==> src/design/pepfs_pkg.sv <==
package pepfs_pkg;

	// register map
	localparam logic [7:0]  PEPFS_ASSIGN_OFFSET = 8'h00;
	localparam logic [15:0] PEPFS_ASSIGN_RESET  = 16'h0000;
	localparam logic [15:0] PEPFS_WRITE_MASK    = 16'h77d7;

	// field positions of port_e_pin_assignment
	localparam int PEPFS_SINT_LSB  = 12;
	localparam int PEPFS_CFG_LSB   = 9;
	localparam int PEPFS_PIPE_BIT  = 8;
	localparam int PEPFS_WE_BIT    = 7;
	localparam int PEPFS_ADDRESS_MULTIPLEX_CONTROL_BIT  = 6;
	localparam int PEPFS_FLAG_BIT  = 5;
	localparam int PEPFS_CAS23_BIT = 4;
	localparam int PEPFS_CAS01_BIT = 2;
	localparam int PEPFS_CS7_BIT   = 1;
	localparam int PEPFS_AUTOVECTOR_INPUT_BIT  = 0;

	// slave_irq_output_style codes
	localparam logic [2:0] PEPFS_SINT_DEFAULT  = 3'h0;
	localparam logic [2:0] PEPFS_SINT_IRQ_REQ  = 3'h2;
	localparam logic [2:0] PEPFS_SINT_IRQ_LVL  = 3'h3;
	localparam logic [2:0] PEPFS_SINT_PAR_REQ  = 3'h4;
	localparam logic [2:0] PEPFS_SINT_PAR_LVL  = 3'h5;

	// config_pin_role_select codes
	localparam logic [1:0] PEPFS_CFG_BUS_CLEAR = 2'h2;
	localparam logic [1:0] PEPFS_CFG_ROW2_DUP  = 2'h3;

	// synchronised pin inputs
	localparam int PEPFS_SYNC_W = 14;

endpackage

==> src/design/pepfs_sync.sv <==
`timescale 1ns/100ps
`default_nettype none

module pepfs_sync #(
	parameter int W = 1
) (
	// clock and reset
	input  wire logic         pclk,
	input  wire logic         presetn,
	// asynchronous levels in, synchronised levels out
	input  wire logic [W-1:0] async_in,
	output var  logic [W-1:0] sync_out
);

	typedef struct packed {
		logic [W-1:0] meta;
		logic [W-1:0] stable;
	} pepfs_sync_s;

	pepfs_sync_s s;
	pepfs_sync_s next_s;

	always_comb begin
		next_s        = s;
		next_s.meta   = async_in;
		next_s.stable = s.meta;
	end

	always_ff @(posedge pclk or negedge presetn) begin
		if (!presetn) begin
			s <= '0;
		end else begin
			s <= next_s;
		end
	end

	assign sync_out = s.stable;

endmodule

`default_nettype wire

==> src/design/pepfs_port_e_pin_function_select.sv <==
// The APB interface to the registers and the register offsets were decided locally.
`timescale 1ns/100ps
`default_nettype none

// What this block does
// - shared address/write-strobe pins stay three-stated until low byte first written
// - parity pins stay three-stated until low byte first written
// - bit 5 reads 0 before the first low-byte write, 1 after
// - register may be read or written at any time, no locking
// - bits 14-12 pick irq output style in slave mode only; 000 default, 001/110/111 reserved
// - style 010 single request on level-1 pin; 011 level code on 6/4/1
// - style 100 single request on parity pin 2; 101 code on parity 0..2
// - bits 10-9: config input, bus-clear output or row strobe 2 duplicate
// - bit 8: instruction pipe or bus-clear input, else row strobe 1 duplicate
// - bit 7: upper address bits 31-28 or four byte write strobes
// - bit 6: output-enable strobe or address multiplex control
// - bit 4: column strobes 2,3 or interrupt acknowledges 3,6
// - bit 2: column strobes 0,1 or interrupt acknowledges 1,2
// - bit 1: chip select 7 or interrupt acknowledge 7
// - bit 0: autovector in (out in slave mode) or interrupt acknowledge 5
// - bits 15, 11 and 3 are reserved, read zero, do nothing
module pepfs_port_e_pin_function_select (
	// clock and reset
	input  wire logic        pclk,
	input  wire logic        presetn,
	// apb slave
	input  wire logic        psel,
	input  wire logic        penable,
	input  wire logic        pwrite,
	input  wire logic [7:0]  paddr,
	input  wire logic [31:0] pwdata,
	input  wire logic [3:0]  pstrb,
	output var  logic        pready,
	output var  logic [31:0] prdata,
	output var  logic        pslverr,
	// operating mode from core logic
	input  wire logic        slave_mode,
	// internal functions to be routed
	input  wire logic [3:0]  column_strobes_n,
	input  wire logic        int_ack_level_1_n,
	input  wire logic        int_ack_level_2_n,
	input  wire logic        int_ack_level_3_n,
	input  wire logic        int_ack_level_5_n,
	input  wire logic        int_ack_level_6_n,
	input  wire logic        int_ack_level_7_n,
	input  wire logic        chip_select_seven_n,
	input  wire logic        output_enable_n,
	input  wire logic        address_multiplex_control,
	input  wire logic [3:0]  byte_write_strobes_n,
	input  wire logic [3:0]  addr_hi_out,
	input  wire logic        addr_hi_drive,
	input  wire logic [3:0]  parity_out,
	input  wire logic        parity_drive,
	input  wire logic        autovector_output_n,
	input  wire logic        single_request_output_n,
	input  wire logic [2:0]  encoded_level_outputs_n,
	input  wire logic        bus_clear_output_n,
	input  wire logic        row_strobe_1_duplicate_n,
	input  wire logic        row_strobe_2_duplicate_n,
	input  wire logic        instruction_pipe_out_n,
	// column strobe / acknowledge pins
	output var  logic [1:0]  cas01_pin_o,
	output var  logic [1:0]  cas23_pin_o,
	output var  logic        cs7_pin_o,
	output var  logic        oe_address_multiplex_control_pin_o,
	// autovector pin
	input  wire logic        autovector_input_pin_i,
	output var  logic        autovector_input_pin_o,
	output var  logic        autovector_input_pin_oe,
	// upper address / byte write strobe pins
	input  wire logic [3:0]  addr_we_pin_i,
	output var  logic [3:0]  addr_we_pin_o,
	output var  logic [3:0]  addr_we_pin_oe,
	// parity pins
	input  wire logic [3:0]  parity_pins_i,
	output var  logic [3:0]  parity_pins_o,
	output var  logic [3:0]  parity_pins_oe,
	// request pins: [0] level 1, [1] level 4, [2] level 6
	input  wire logic [2:0]  irq_pins_i,
	output var  logic [2:0]  irq_pins_o,
	output var  logic [2:0]  irq_pins_oe,
	// configuration pin
	input  wire logic        config_pin_i,
	output var  logic        config_pin_o,
	output var  logic        config_pin_oe,
	// instruction pipe pin
	input  wire logic        pipe_pin_i,
	output var  logic        pipe_pin_o,
	output var  logic        pipe_pin_oe,
	// synchronised pin levels to core logic
	output var  logic        autovector_input_n,
	output var  logic        boot_config_input,
	output var  logic        bus_clear_input_n,
	output var  logic [3:0]  addr_hi_in,
	output var  logic [3:0]  parity_in,
	output var  logic [2:0]  irq_in_n,
	// written flag for core logic
	output var  logic        low_byte_written_flag
);
	import pepfs_pkg::*;

	typedef struct packed {
		logic        pready;
		logic        pslverr;
		logic [31:0] prdata;
		logic [15:0] port_e_pin_assignment;
		logic [1:0]  cas01;
		logic [1:0]  cas23;
		logic        cs7;
		logic        oe_address_multiplex_control;
		logic        autovector_input_o;
		logic        autovector_input_oe;
		logic [3:0]  addr_we_o;
		logic [3:0]  addr_we_oe;
		logic [3:0]  par_o;
		logic [3:0]  par_oe;
		logic [2:0]  irq_o;
		logic [2:0]  irq_oe;
		logic        cfg_o;
		logic        cfg_oe;
		logic        pipe_o;
		logic        pipe_oe;
	} pepfs_state_s;

	pepfs_state_s s;
	pepfs_state_s next_s;

	logic [PEPFS_SYNC_W-1:0] sync_q;

	pepfs_sync #(
		.W (PEPFS_SYNC_W)
	) u_sync (
		.pclk     (pclk),
		.presetn  (presetn),
		.async_in ({autovector_input_pin_i, config_pin_i, pipe_pin_i, addr_we_pin_i,
			parity_pins_i, irq_pins_i}),
		.sync_out (sync_q)
	);

	logic        acc;
	logic        hit;
	logic [15:0] r;
	logic        flag;
	logic [2:0]  sint;
	logic [1:0]  cfg;

	always_comb begin
		next_s = s;
		r      = s.port_e_pin_assignment;
		flag   = r[PEPFS_FLAG_BIT];
		sint   = slave_mode ? r[PEPFS_SINT_LSB +: 3] : PEPFS_SINT_DEFAULT;
		cfg    = r[PEPFS_CFG_LSB +: 2];
		acc    = psel && penable;
		hit    = (paddr == PEPFS_ASSIGN_OFFSET);

		// one wait state, then completion; accepted at any time
		next_s.pready  = acc && !s.pready;
		next_s.pslverr = acc && !s.pready && !hit;
		next_s.prdata  = 32'h0000_0000;
		if (acc && !s.pready && hit && !pwrite) begin
			next_s.prdata = {16'h0000, r};
		end
		if (acc && s.pready && pwrite && hit) begin
			if (pstrb[0]) begin
				next_s.port_e_pin_assignment[7:0] =
					pwdata[7:0] & PEPFS_WRITE_MASK[7:0];
				next_s.port_e_pin_assignment[PEPFS_FLAG_BIT] = 1'b1;
			end
			if (pstrb[1]) begin
				next_s.port_e_pin_assignment[15:8] =
					pwdata[15:8] & PEPFS_WRITE_MASK[15:8];
			end
		end

		// column strobes or acknowledges
		next_s.cas01 = r[PEPFS_CAS01_BIT] ? {int_ack_level_2_n, int_ack_level_1_n}
			: column_strobes_n[1:0];
		next_s.cas23 = r[PEPFS_CAS23_BIT] ? {int_ack_level_6_n, int_ack_level_3_n}
			: column_strobes_n[3:2];
		next_s.cs7 = r[PEPFS_CS7_BIT] ? int_ack_level_7_n
			: chip_select_seven_n;
		next_s.oe_address_multiplex_control = r[PEPFS_ADDRESS_MULTIPLEX_CONTROL_BIT] ? address_multiplex_control
			: output_enable_n;

		// autovector pin
		if (r[PEPFS_AUTOVECTOR_INPUT_BIT]) begin
			next_s.autovector_input_o  = int_ack_level_5_n;
			next_s.autovector_input_oe = 1'b1;
		end else if (slave_mode) begin
			next_s.autovector_input_o  = autovector_output_n;
			next_s.autovector_input_oe = 1'b1;
		end else begin
			next_s.autovector_input_o  = 1'b1;
			next_s.autovector_input_oe = 1'b0;
		end

		// upper address or byte write strobes, held off until written
		if (r[PEPFS_WE_BIT]) begin
			next_s.addr_we_o  = byte_write_strobes_n;
			next_s.addr_we_oe = 4'hf;
		end else begin
			next_s.addr_we_o  = addr_hi_out;
			next_s.addr_we_oe = {4{addr_hi_drive}};
		end
		if (!flag) begin
			next_s.addr_we_oe = 4'h0;
		end

		// parity pins, or request styles on them
		next_s.par_o  = parity_out;
		next_s.par_oe = {4{parity_drive}};
		if (sint == PEPFS_SINT_PAR_REQ) begin
			next_s.par_o[2]  = single_request_output_n;
			next_s.par_oe[2] = 1'b1;
		end else if (sint == PEPFS_SINT_PAR_LVL) begin
			next_s.par_o[2:0] = {encoded_level_outputs_n[0],
				encoded_level_outputs_n[1], encoded_level_outputs_n[2]};
			next_s.par_oe[2:0] = 3'h7;
		end
		if (!flag) begin
			next_s.par_oe = 4'h0;
		end

		// request pins; reserved styles behave as default
		next_s.irq_o  = 3'h7;
		next_s.irq_oe = 3'h0;
		if (sint == PEPFS_SINT_IRQ_REQ) begin
			next_s.irq_o[0]  = single_request_output_n;
			next_s.irq_oe[0] = 1'b1;
		end else if (sint == PEPFS_SINT_IRQ_LVL) begin
			next_s.irq_o  = encoded_level_outputs_n;
			next_s.irq_oe = 3'h7;
		end

		// configuration pin role
		if (cfg == PEPFS_CFG_BUS_CLEAR) begin
			next_s.cfg_o  = bus_clear_output_n;
			next_s.cfg_oe = 1'b1;
		end else if (cfg == PEPFS_CFG_ROW2_DUP) begin
			next_s.cfg_o  = row_strobe_2_duplicate_n;
			next_s.cfg_oe = 1'b1;
		end else begin
			next_s.cfg_o  = 1'b1;
			next_s.cfg_oe = 1'b0;
		end

		// instruction pipe pin
		if (r[PEPFS_PIPE_BIT]) begin
			next_s.pipe_o  = row_strobe_1_duplicate_n;
			next_s.pipe_oe = 1'b1;
		end else if (slave_mode) begin
			next_s.pipe_o  = 1'b1;
			next_s.pipe_oe = 1'b0;
		end else begin
			next_s.pipe_o  = instruction_pipe_out_n;
			next_s.pipe_oe = 1'b1;
		end
	end

	always_ff @(posedge pclk or negedge presetn) begin
		if (!presetn) begin
			s                       <= '0;
			s.port_e_pin_assignment <= PEPFS_ASSIGN_RESET;
			s.prdata                <= 32'h0000_0000;
			s.cas01                 <= 2'h3;
			s.cas23                 <= 2'h3;
			s.cs7                   <= 1'b1;
			s.oe_address_multiplex_control               <= 1'b1;
			s.autovector_input_o                <= 1'b1;
			s.irq_o                 <= 3'h7;
			s.cfg_o                 <= 1'b1;
			s.pipe_o                <= 1'b1;
		end else begin
			s <= next_s;
		end
	end

	assign pready                = s.pready;
	assign prdata                = s.prdata;
	assign pslverr               = s.pslverr;
	assign cas01_pin_o           = s.cas01;
	assign cas23_pin_o           = s.cas23;
	assign cs7_pin_o             = s.cs7;
	assign oe_address_multiplex_control_pin_o         = s.oe_address_multiplex_control;
	assign autovector_input_pin_o            = s.autovector_input_o;
	assign autovector_input_pin_oe           = s.autovector_input_oe;
	assign addr_we_pin_o         = s.addr_we_o;
	assign addr_we_pin_oe        = s.addr_we_oe;
	assign parity_pins_o         = s.par_o;
	assign parity_pins_oe        = s.par_oe;
	assign irq_pins_o            = s.irq_o;
	assign irq_pins_oe           = s.irq_oe;
	assign config_pin_o          = s.cfg_o;
	assign config_pin_oe         = s.cfg_oe;
	assign pipe_pin_o            = s.pipe_o;
	assign pipe_pin_oe           = s.pipe_oe;
	assign low_byte_written_flag = s.port_e_pin_assignment[PEPFS_FLAG_BIT];

	// synchroniser outputs are flip-flops already
	assign autovector_input_n = sync_q[13];
	assign boot_config_input  = sync_q[12];
	assign bus_clear_input_n  = sync_q[11];
	assign addr_hi_in         = sync_q[10:7];
	assign parity_in          = sync_q[6:3];
	assign irq_in_n           = sync_q[2:0];

endmodule

`default_nettype wire

==> config.mk <==
export PLATFORM = sky130hd
export DESIGN_NAME = pepfs_port_e_pin_function_select
export DESIGN_NICKNAME = d
export VERILOG_FILES = /design/src/design/pepfs_pkg.sv /design/src/design/pepfs_sync.sv /design/src/design/pepfs_port_e_pin_function_select.sv
export SDC_FILE = /design/constraint.sdc
export NUM_CORES = 1
export LEC_CHECK = 0
export BUFFER_PORTS_ARGS = -buffer_cell sky130_fd_sc_hd__clkbuf_2
export CAP_MARGIN = 30
export CORE_ASPECT_RATIO = 1.1
export CORE_MARGIN = 5
export CORE_UTILIZATION = 42
export CTS_BUF_LIST = sky130_fd_sc_hd__clkbuf_16
export DETAILED_ROUTE_END_ITERATION = 10
export GPL_TIMING_DRIVEN = 1
export PLACE_DENSITY = 0.9
export SYNTH_ARGS = -nofsm -noshare
export SYNTH_HDL_FRONTEND = slang
export SYNTH_SLANG_ARGS = --single-unit
==> constraint.sdc <==
create_clock -name pclk -period 1.5 [get_ports pclk]
set_input_delay 0.375 -clock pclk [delete_from_list [all_inputs] [get_ports pclk]]
set_output_delay 0.375 -clock pclk [all_outputs]
set_load 0.02 [all_outputs]
==> metrics, run 1 <==
# rows=32; CP Cell Sequence=clkbuf_2; crit path launch type=flop; Max Clk Rate=721 MHz; EDFF count, synth=0; Post-CTS Repair Setup Buffers=0; proportion of layout cells with a drive suffix above 1=60.5%; worst min path class=input port to flop; share of synthesized area occupied by flip-flops and latches=72.1%; slowest CP cell=dfstp_2; PortBufs=141; router iterations before antenna repair=4; Worst-path clk slew=60 ps; Main synth FF type=dfrtp_1; P_leak=2.18 nW; Max-Cap Viols=0; slack of the critical path=112 ps; WL/cell=14.7 um; effective utilization at floorplan=42.7%; post-layout min period=1390 ps; number of antenna violations at the first check in global routing=0; cells after synthesis=186; final-layout worst hold slack=149 ps; insertion delay to the later sink of the worst-skew pair=330 ps; data arrival time of the critical path=1010 ps; Critical Setup Path Class=flop to output port; vias in the first global route=2137; run status=completed; area of combinational cells with multiple inputs=692 um^2; TritonCTS clock tree=built; Worst Path Required=1120 ps; wire length of the first global-routing pass=10500 um; Fill cells=602; average cell area after synthesis=16.0 um^2; vias per cell=4.38; Crit. End Element=output port; Final setup violation count=0; PnR Total Power=4.72 mW; Placeable Area=0.00697 mm^2; number of buffers inserted during clock tree synthesis=9; cell at the root of the clock tree=clkbuf_16; maximum fanout encountered on the critical timing path=1; pre-CTS setup slack=-83.4 ps; FF+latch area=0.00214 mm^2; number of primary I/O pins=183; #FFs+latches synth=85; remaining number of nets flagged by the antenna check after routing=0; antenna diode instance count=0; GRT overflow=0; synthesized area=0.00297 mm^2; CTS H-Tree Depth=3; final worst-path cycle share=92.5%; number of warnings issued by yosys=0; vertical extent of the die=98.2 um; Post-route DRC=0; Die Area=0.00886 mm^2; global-route total usage across every layer=15.1%; unrepaired setup endpoints after global routing=false; most frequent standard cell in the layout excluding fill and tap cells=clkbuf_2; CTS Hold Buffers Added=1; horizontal extent of the die=90.2 um; P&R area growth vs syn=36.0%; detailed router's first-iteration violation count=26; pin count of the biggest net entering global routing=35; DP Wirelength=4990 um; TritonCTS Sinks=85; post-cts sizing count=0; post-route clock skew=6.51 ps; number of nets in the final layout=439; total via count after detailed routing=1879; most used cells in the layout excluding fill and tap cells=clkbuf_2, dfrtp_1, mux2_2; post-synthesis cell type count=24; critical path buffer and inverter count=1; Final Hold Fails=0; maximum clock path buffer count=2; crit-path leading delay family=flip-flops; Reg2Reg Setup Slack=200 ps; async set-or-reset flop fraction in the synthesized netlist=100%; Detailed Route WL=6310 um; Peak VDD IR=0.000709 V; pwr dens=1170 mW/mm^2; total count of max-transition violations in the final report=0; Worst path max stage delay=520 ps; placer's final routability congestion estimate=0.707
[synth_stat cells (2+ instances only)]
| cell type | count | area [um^2] |
|---|---|---|
| dfrtp_1 | 73 | 1830 |
| nand2_1 | 5 | 18.8 |
| o21a_1 | 2 | 15.0 |
| clkbuf_1 | 2 | 7.51 |
| nand4_4 | 2 | 42.5 |
| and3b_1 | 2 | 17.5 |
| nor4_4 | 2 | 42.5 |
| mux2_2 | 24 | 270 |
| and2_1 | 14 | 87.6 |
| nand2b_1 | 2 | 12.5 |
| nor2_1 | 2 | 7.51 |
| or2_2 | 3 | 18.8 |
| inv_1 | 3 | 11.3 |
| a21oi_1 | 4 | 20.0 |
| buf_4 | 25 | 188 |
| dfstp_2 | 12 | 315 |
| mux2i_1 | 2 | 20.0 |
[through the flow]
step                utilization, %  instances  area [um^2]  setup TNS [ps]
floorplan                        -        204         3040               0
global placement              54.0        412         3760            -689
detailed placement            54.0        412         3760           -1290
CTS                           58.0        429         4040               0
global route                  58.0        429         4040               0
finish                        58.0        429         4040               0
[routing by layer]
| layer | wire [um] | GRT usage, % | vias up |
|---|---|---|---|
| met3 | 616 | 6.86 | 11 |
| met5 | 0 | 0 | - |
| met2 | 3250 | 25.3 | 98 |
| met1 | 2350 | 16.7 | 895 |
| li1 | - | - | 875 |
| met4 | 102 | 5.73 | 0 |
[final cells by class]
cell class	count	area share, %
multi-input combinational	89	17.1
tap	85	2.63
inverter	3	0.278
clock buffer	9	5.57
sequential	85	53.0
clock inverter	7	1.08
timing repair buffer	151	20.4
[power breakdown]
part	internal (mW)	switching, mW	leakage [nW]
Clock	1.11	0.855	0.136
Sequential	2.37	0.0181	1.06
Combinational	0.141	0.223	0.988
Total	3.62	1.10	2.18
[state kept, by name, summed over array words and instances (netlist names), 2 cells and up]
register and cells:
irq_pins_o 3, u_sync.sync_out 14, irq_pins_oe 2, r 13
u_sync.next_s 14, cas01_pin_o 2, addr_we_pin_o 4, parity_pins_oe 3
parity_pins_o 4, prdata 13, cas23_pin_o 2
[cell families after synthesis]
| family | share of synthesized area [%] |
|---|---|
| multiplexers | 9.76 |
| other | 0.126 |
| flip-flops | 72.1 |
| AND/OR/NAND/NOR | 9.76 |
| AO/OA/AOI/OAI | 1.35 |
| buffers and inverters | 6.94 |
[path summary, 6_finish.rpt]
check,start,to,depth (start not counted)
setup / recovery,irq_pins_o[0],irq_pins_o[0],1
hold / removal,addr_we_pin_i[1],u_sync.next_s[8],1
setup reg to reg,pready,r[0],3
hold reg to reg,u_sync.next_s[5],u_sync.sync_out[5],0
max in group asynchronous,presetn,cas23_pin_o[0],3
min in group asynchronous,presetn,parity_pins_o[3],2
No activity file was read; power rests on OpenSTA's default activity.
==> inputs of run 2 (changes only) <==
--- a/config.mk
+++ b/config.mk
@@ -5,6 +5,7 @@
 export SDC_FILE = /design/constraint.sdc
 export NUM_CORES = 1
 export LEC_CHECK = 0
+export ABC_AREA = 1
 export BUFFER_PORTS_ARGS = -buffer_cell sky130_fd_sc_hd__clkbuf_2
 export CAP_MARGIN = 30
 export CORE_ASPECT_RATIO = 1.1
==> run 2 against run 1 <==
Against the previous run: sequential power is essentially flat; utilization decreased by 0.54 points; sequential share of layout area rose by 0.50 points; highest routed layer unchanged; flip-flop and latch count unchanged; register-to-register slack about the same; clock-buffer cell count unchanged.
==> metrics, run 2 <==
Logic pwr share=7.9%; Worst Path Required=1120 ps; unrepaired setup endpoints after global routing=false; switching power=1.16 mW; hold path depth=1; worst min path class=input port to flop; met1 routed wirelength after detailed routing=2560 um; remaining number of nets flagged by the antenna check after routing=0; DP Wirelength=5270 um; pin count of the biggest net entering global routing=50; vias in the first global route=2290; total count of max-transition violations in the final report=0; most frequent standard cell in the layout excluding fill and tap cells=clkbuf_2; router iterations before antenna repair=4; insertion delay to the later sink of the worst-skew pair=320 ps; synthesized area=0.00297 mm^2; maximum fanout encountered on the critical timing path=1; WL/cell=13.4 um; Worst path max stage delay=520 ps; Crit. End Element=output port; XOR/XNOR share of the synthesized area=0%; Post-CTS Repair Setup Buffers=0; vias per cell=4.40; crit path launch type=flop; Flop pwr share=49.7%; Hold Path End=u_sync.next_s[1]; clock network fraction of design power=42.3%; TritonCTS Sinks=85; most used cells in the layout excluding fill and tap cells=clkbuf_2, nand2_1, dfrtp_1; Placeable Area=0.00697 mm^2; PnR Total Power=4.82 mW; start point of the worst min-delay path=irq_pins_i[1]; Detailed Route WL=6630 um; Peak VDD IR=0.000806 V; length in cells of the worst reg-to-reg path=5; Die Area=0.00886 mm^2; Crit Reg-Reg Endpoint=r[0]; cell type with the highest aggregate area in the netlist=dfrtp_1; Final setup violation count=0; source of the worst register-to-register timing path=pready; proportion of layout cells with a drive suffix above 1=42.8%; Net Sw Frac=24.1%; Post-Place Cell Area=0.00371 mm^2; PortBufs=141; adder and majority cell fraction of the synthesized area=0%; P_leak=2.21 nW; total length of routed met3 wires=558 um; data arrival time of the critical path=1000 ps; vertical extent of the die=98.2 um; CP Cell Sequence=clkbuf_2; share of synthesized area occupied by flip-flops and latches=72.1%; placer's final routability congestion estimate=0.733; final worst-path cycle share=91.9%; post-synthesis cell type count=16; average cell area after synthesis=11.6 um^2; Critical Setup Path Class=flop to output port; global-route total usage across every layer=15.5%; slack of the critical path=121 ps; Max-Cap Viols=0; TritonCTS clock tree=built; # rows=32; top routing layer in use=met4; maximum clock path buffer count=2; fraction of post-synthesis cell area in the top cell type by area=61.5%; pre-CTS setup slack=57.0 ps; wire length on met2=3420 um; Fill cells=618; total via count after detailed routing=2182; post-layout min period=1380 ps; horizontal extent of the die=90.2 um; post-route clock skew=6.53 ps; number of antenna violations at the first check in global routing=0; top area cells in the synthesized netlist=dfrtp_1, dfstp_2, nand2_1, buf_4, nor2_1; number of nets in the final layout=506; P&R area growth vs syn=34.8%; number of primary I/O pins=183; combinational family with the most area after synthesis=simple AND/OR/NAND/NOR gates; wire length of the first global-routing pass=11000 um; cell with the most instances after synthesis=nand2_1; fraction of the mapped netlist area in compound gates=1.18%; multiplexer area fraction after synthesis=0.337%; Final Instance Area=0.00401 mm^2; Max Clk Rate=725 MHz; run status=completed; EDFF count, synth=0; #FFs+latches synth=85; cell at the root of the clock tree=clkbuf_16; async set-or-reset flop fraction in the synthesized netlist=100%; detailed router's first-iteration violation count=67; Reg2Reg Setup Slack=190 ps; Main synth FF type=dfrtp_1; antenna diode instance count=0; leading cell types by count after synthesis=nand2_1, dfrtp_1, buf_4, nor2_1, inv_1; Worst-path clk slew=70 ps; Final Hold Fails=0; slowest CP cell=dfstp_2; GRT overflow=0; effective utilization at floorplan=42.7%; final-layout setup total negative slack=0 ps; Post-route DRC=0; pwr dens=1200 mW/mm^2; crit-path leading delay family=flip-flops; CTS H-Tree Depth=3; number of buffers inserted during clock tree synthesis=9; cells after synthesis=257; critical path buffer and inverter count=1; number of warnings issued by yosys=0; post-synthesis share of cell area spent on and, or, nand and nor gates=16.9%; internal power summed over all cells=3.66 mW
==> run 2: cell count changes after synthesis, sizes merged, moves of 5 or more <==
cell and delta:
and2 -14, inv +15, mux2 -24, nand2 +69, nand3 +5, nand4 +11
nor2 +21, o21ai +6
==> run 2: area by class of cell <==
cell class / count / area, um^2 / share of cell area, %
clock inverters: 7 / 57.6 / 1.44
inverters: 18 / 67.6 / 1.69
well taps: 85 / 106 / 2.65
flip-flops and latches: 85 / 2140 / 53.5
repair buffers: 148 / 788 / 19.7
multi-input cells: 144 / 619 / 15.5
clock buffers: 9 / 225 / 5.62
==> run 2: how the worst max path moves through the flow <==
| stage | startpoint | endpoint | slack (ps) | depth (start not counted) |
|---|---|---|---|---|
| final | cas01_pin_o[0] | cas01_pin_o[0] | 120 | 1 |
| after global routing | pready | r[0] | 20 | 5 |
| after CTS | cas01_pin_o[1] | cas01_pin_o[1] | 100 | 1 |
| after detailed placement | paddr[1] | prdata[8] | 60 | 7 |
| after global placement | psel | r[2] | 80 | 6 |
| after floorplan | pready | r[0] | 300 | 5 |
==> run 2: routing by layer <==
layer | GRT usage, % | vias up
met5 | 0 | -
met4 | 5.04 | 0
met3 | 5.24 | 6
met2 | 26.3 | 108
met1 | 18.4 | 1009
li1 | - | 1059
==> run 2: metrics by stage <==
stage,utilization [%],hold WS [ps],std cells
6_report,57.5,150,496
5_1_grt,57.5,132,496
3_3_place_gp,53.3,208,479
3_5_place_dp,53.3,209,479
2_1_floorplan,-,79.4,275
4_1_cts,57.5,140,496
==> run 2: kinds of logic after synthesis <==
kind of cell	Yosys count
other cells	1
simple gates	117
mux	1
flops	85
compound gates	7
buf+inv	46
==> run 2: timing repair <==
item,CTS,global route
resized for setup,0,0
hold endpoints to repair,4,0
hold buffers,1,0
==> run 2: power groups by stage <==
stage                     registers, mW  logic (mW)  clock network (mW)
after floorplan                    2.51       0.130                   0
after global placement             2.43       0.376                   0
after detailed placement           2.44       0.386                   0
after CTS                          2.40       0.389                2.10
after global routing               2.40       0.424                2.20
final                              2.39       0.383                2.04
==> inputs of run 3 (changes only) <==
--- a/config.mk
+++ b/config.mk
@@ -8,13 +8,15 @@
 export ABC_AREA = 1
 export BUFFER_PORTS_ARGS = -buffer_cell sky130_fd_sc_hd__clkbuf_2
 export CAP_MARGIN = 30
+export CELL_PAD_IN_SITES_DETAIL_PLACEMENT = 1
+export CELL_PAD_IN_SITES_GLOBAL_PLACEMENT = 2
 export CORE_ASPECT_RATIO = 1.1
 export CORE_MARGIN = 5
-export CORE_UTILIZATION = 42
+export CORE_UTILIZATION = 24
 export CTS_BUF_LIST = sky130_fd_sc_hd__clkbuf_16
 export DETAILED_ROUTE_END_ITERATION = 10
 export GPL_TIMING_DRIVEN = 1
-export PLACE_DENSITY = 0.9
+export PLACE_DENSITY = 0.89
 export SYNTH_ARGS = -nofsm -noshare
 export SYNTH_HDL_FRONTEND = slang
 export SYNTH_SLANG_ARGS = --single-unit
==> run 3 against run 2 <==
Against the previous run: critical path depth unchanged; register-to-register slack gained 110 ps; fmax decreased by 0.96%; die area increased by 66%; hold slack improved by 1.6 ps; clock skew fell by 2.6 ps; via count increased by 2.9%; flip-flop and latch count stayed put; sequential power hardly changed; cell count up 14%; first-iteration DRC count up 49%; clock-buffer cell count unchanged; highest routed layer unchanged.
==> metrics, run 3 (synthesis gave the netlist of run 2 again) <==
run status=completed; router iterations before antenna repair=4; number of nets in the final layout=506; crit-path leading delay family=flip-flops; TritonCTS clock tree=built; vias in the first global route=2537; detailed router's first-iteration violation count=100; Worst-path clk slew=60 ps; insertion delay to the later sink of the worst-skew pair=330 ps; Final setup violation count=0; data arrival time of the critical path=1020 ps; vias per cell=3.97; number of antenna violations at the first check in global routing=0; CTS H-Tree Depth=3; total via count after detailed routing=2245; vertical extent of the die=127 um; pwr dens=1280 mW/mm^2; pre-CTS setup slack=-46.0 ps; Placeable Area=0.0121 mm^2; most frequent standard cell in the layout excluding fill and tap cells=clkbuf_2; DP Wirelength=6540 um; cell at the root of the clock tree=clkbuf_16; Die Area=0.0147 mm^2; CP Cell Sequence=clkbuf_2; P&R area growth vs syn=39.5%; Detailed Route WL=8170 um; critical path buffer and inverter count=1; GRT overflow=0; post-route clock skew=3.89 ps; utilization after layout=34.3%; PnR Total Power=5.29 mW; Final Instance Area=0.00414 mm^2; final worst-path cycle share=92.8%; effective utilization at floorplan=24.6%; Post-route DRC=0; proportion of layout cells with a drive suffix above 1=43.1%; maximum fanout encountered on the critical timing path=1; total count of max-transition violations in the final report=0; global-route total usage across every layer=11.2%; # rows=42; Worst path max stage delay=520 ps; crit path launch type=flop; placer's final routability congestion estimate=0.729; maximum clock path buffer count=2; antenna diode instance count=0; Crit. End Element=output port; post-layout min period=1390 ps; Fill cells=1408; worst min path class=input port to flop; Peak VDD IR=0.000481 V; Critical Setup Path Class=flop to output port; Post-Place Cell Area=0.00379 mm^2; most used cells in the layout excluding fill and tap cells=clkbuf_2, nand2_1, dfrtp_1; slack of the critical path=108 ps; P_leak=2.23 nW; Worst Path Required=1120 ps; number of buffers inserted during clock tree synthesis=9; number of primary I/O pins=183; WL/cell=14.5 um; unrepaired setup endpoints after global routing=false; horizontal extent of the die=116 um; TritonCTS Sinks=85; Max Clk Rate=718 MHz; Final Hold Fails=0; slowest CP cell=dfstp_2; PortBufs=141; pin count of the biggest net entering global routing=85; remaining number of nets flagged by the antenna check after routing=0; Max-Cap Viols=0; wire length of the first global-routing pass=12800 um
==> run 3: timing repair <==
action	in CTS	in global routing
buffers inserted	0	0
endpoints found under the setup margin	0	9
hold endpoints to repair	1	0
gates resized for setup	0	2
hold buffers	1	0
==> run 3: path summary, 6_finish.rpt <==
path                                  startpoint                 end  slack (ps)  cells after the start
worst max-delay path               irq_pins_o[2]       irq_pins_o[2]         110                      1
worst min-delay path            parity_pins_i[3]    u_sync.next_s[6]         150                      1
worst max register to register            pready                r[9]         300                      5
worst min register to register  u_sync.next_s[0]  u_sync.sync_out[0]         350                      0
max in group asynchronous                presetn      cas01_pin_o[0]         490                      3
min in group asynchronous                presetn  u_sync.sync_out[7]         380                      2
==> run 3: report_power, final <==
part	internal, mW	switching, mW	leakage (nW)
combinational	0.133	0.247	1.03
clock	1.62	0.886	0.165
sequential	2.37	0.0253	1.04
==> run 3: area by class of cell <==
class                      instances  area, um^2  area share (%)
sequential                        85        2140            51.7
timing repair buffer             148         776            18.7
multi-input combinational        144         627            15.1
clock buffer                       9         225            5.43
tap                              154         193            4.65
clock inverter                     7         114            2.75
inverter                          18        67.6            1.63
==> run 3: per-stage QoR <==
stage	TNS (ps)	std cells	hold WS, ps
finish	0	565	152
global route	0	565	135
CTS	0	565	139
detailed placement	-206	548	168
global placement	-113	548	166
floorplan	0	275	79.4
==> run 3: routing by layer <==
| metal | wire length (um) | up-vias | GRT usage (%) |
|---|---|---|---|
| li1 | - | 1052 | - |
| met1 | 3370 | 1065 | 13.9 |
| met2 | 3880 | 118 | 18.2 |
| met3 | 795 | 10 | 3.86 |
| met4 | 127 | 0 | 3.89 |
| met5 | 0 | - | 0 |
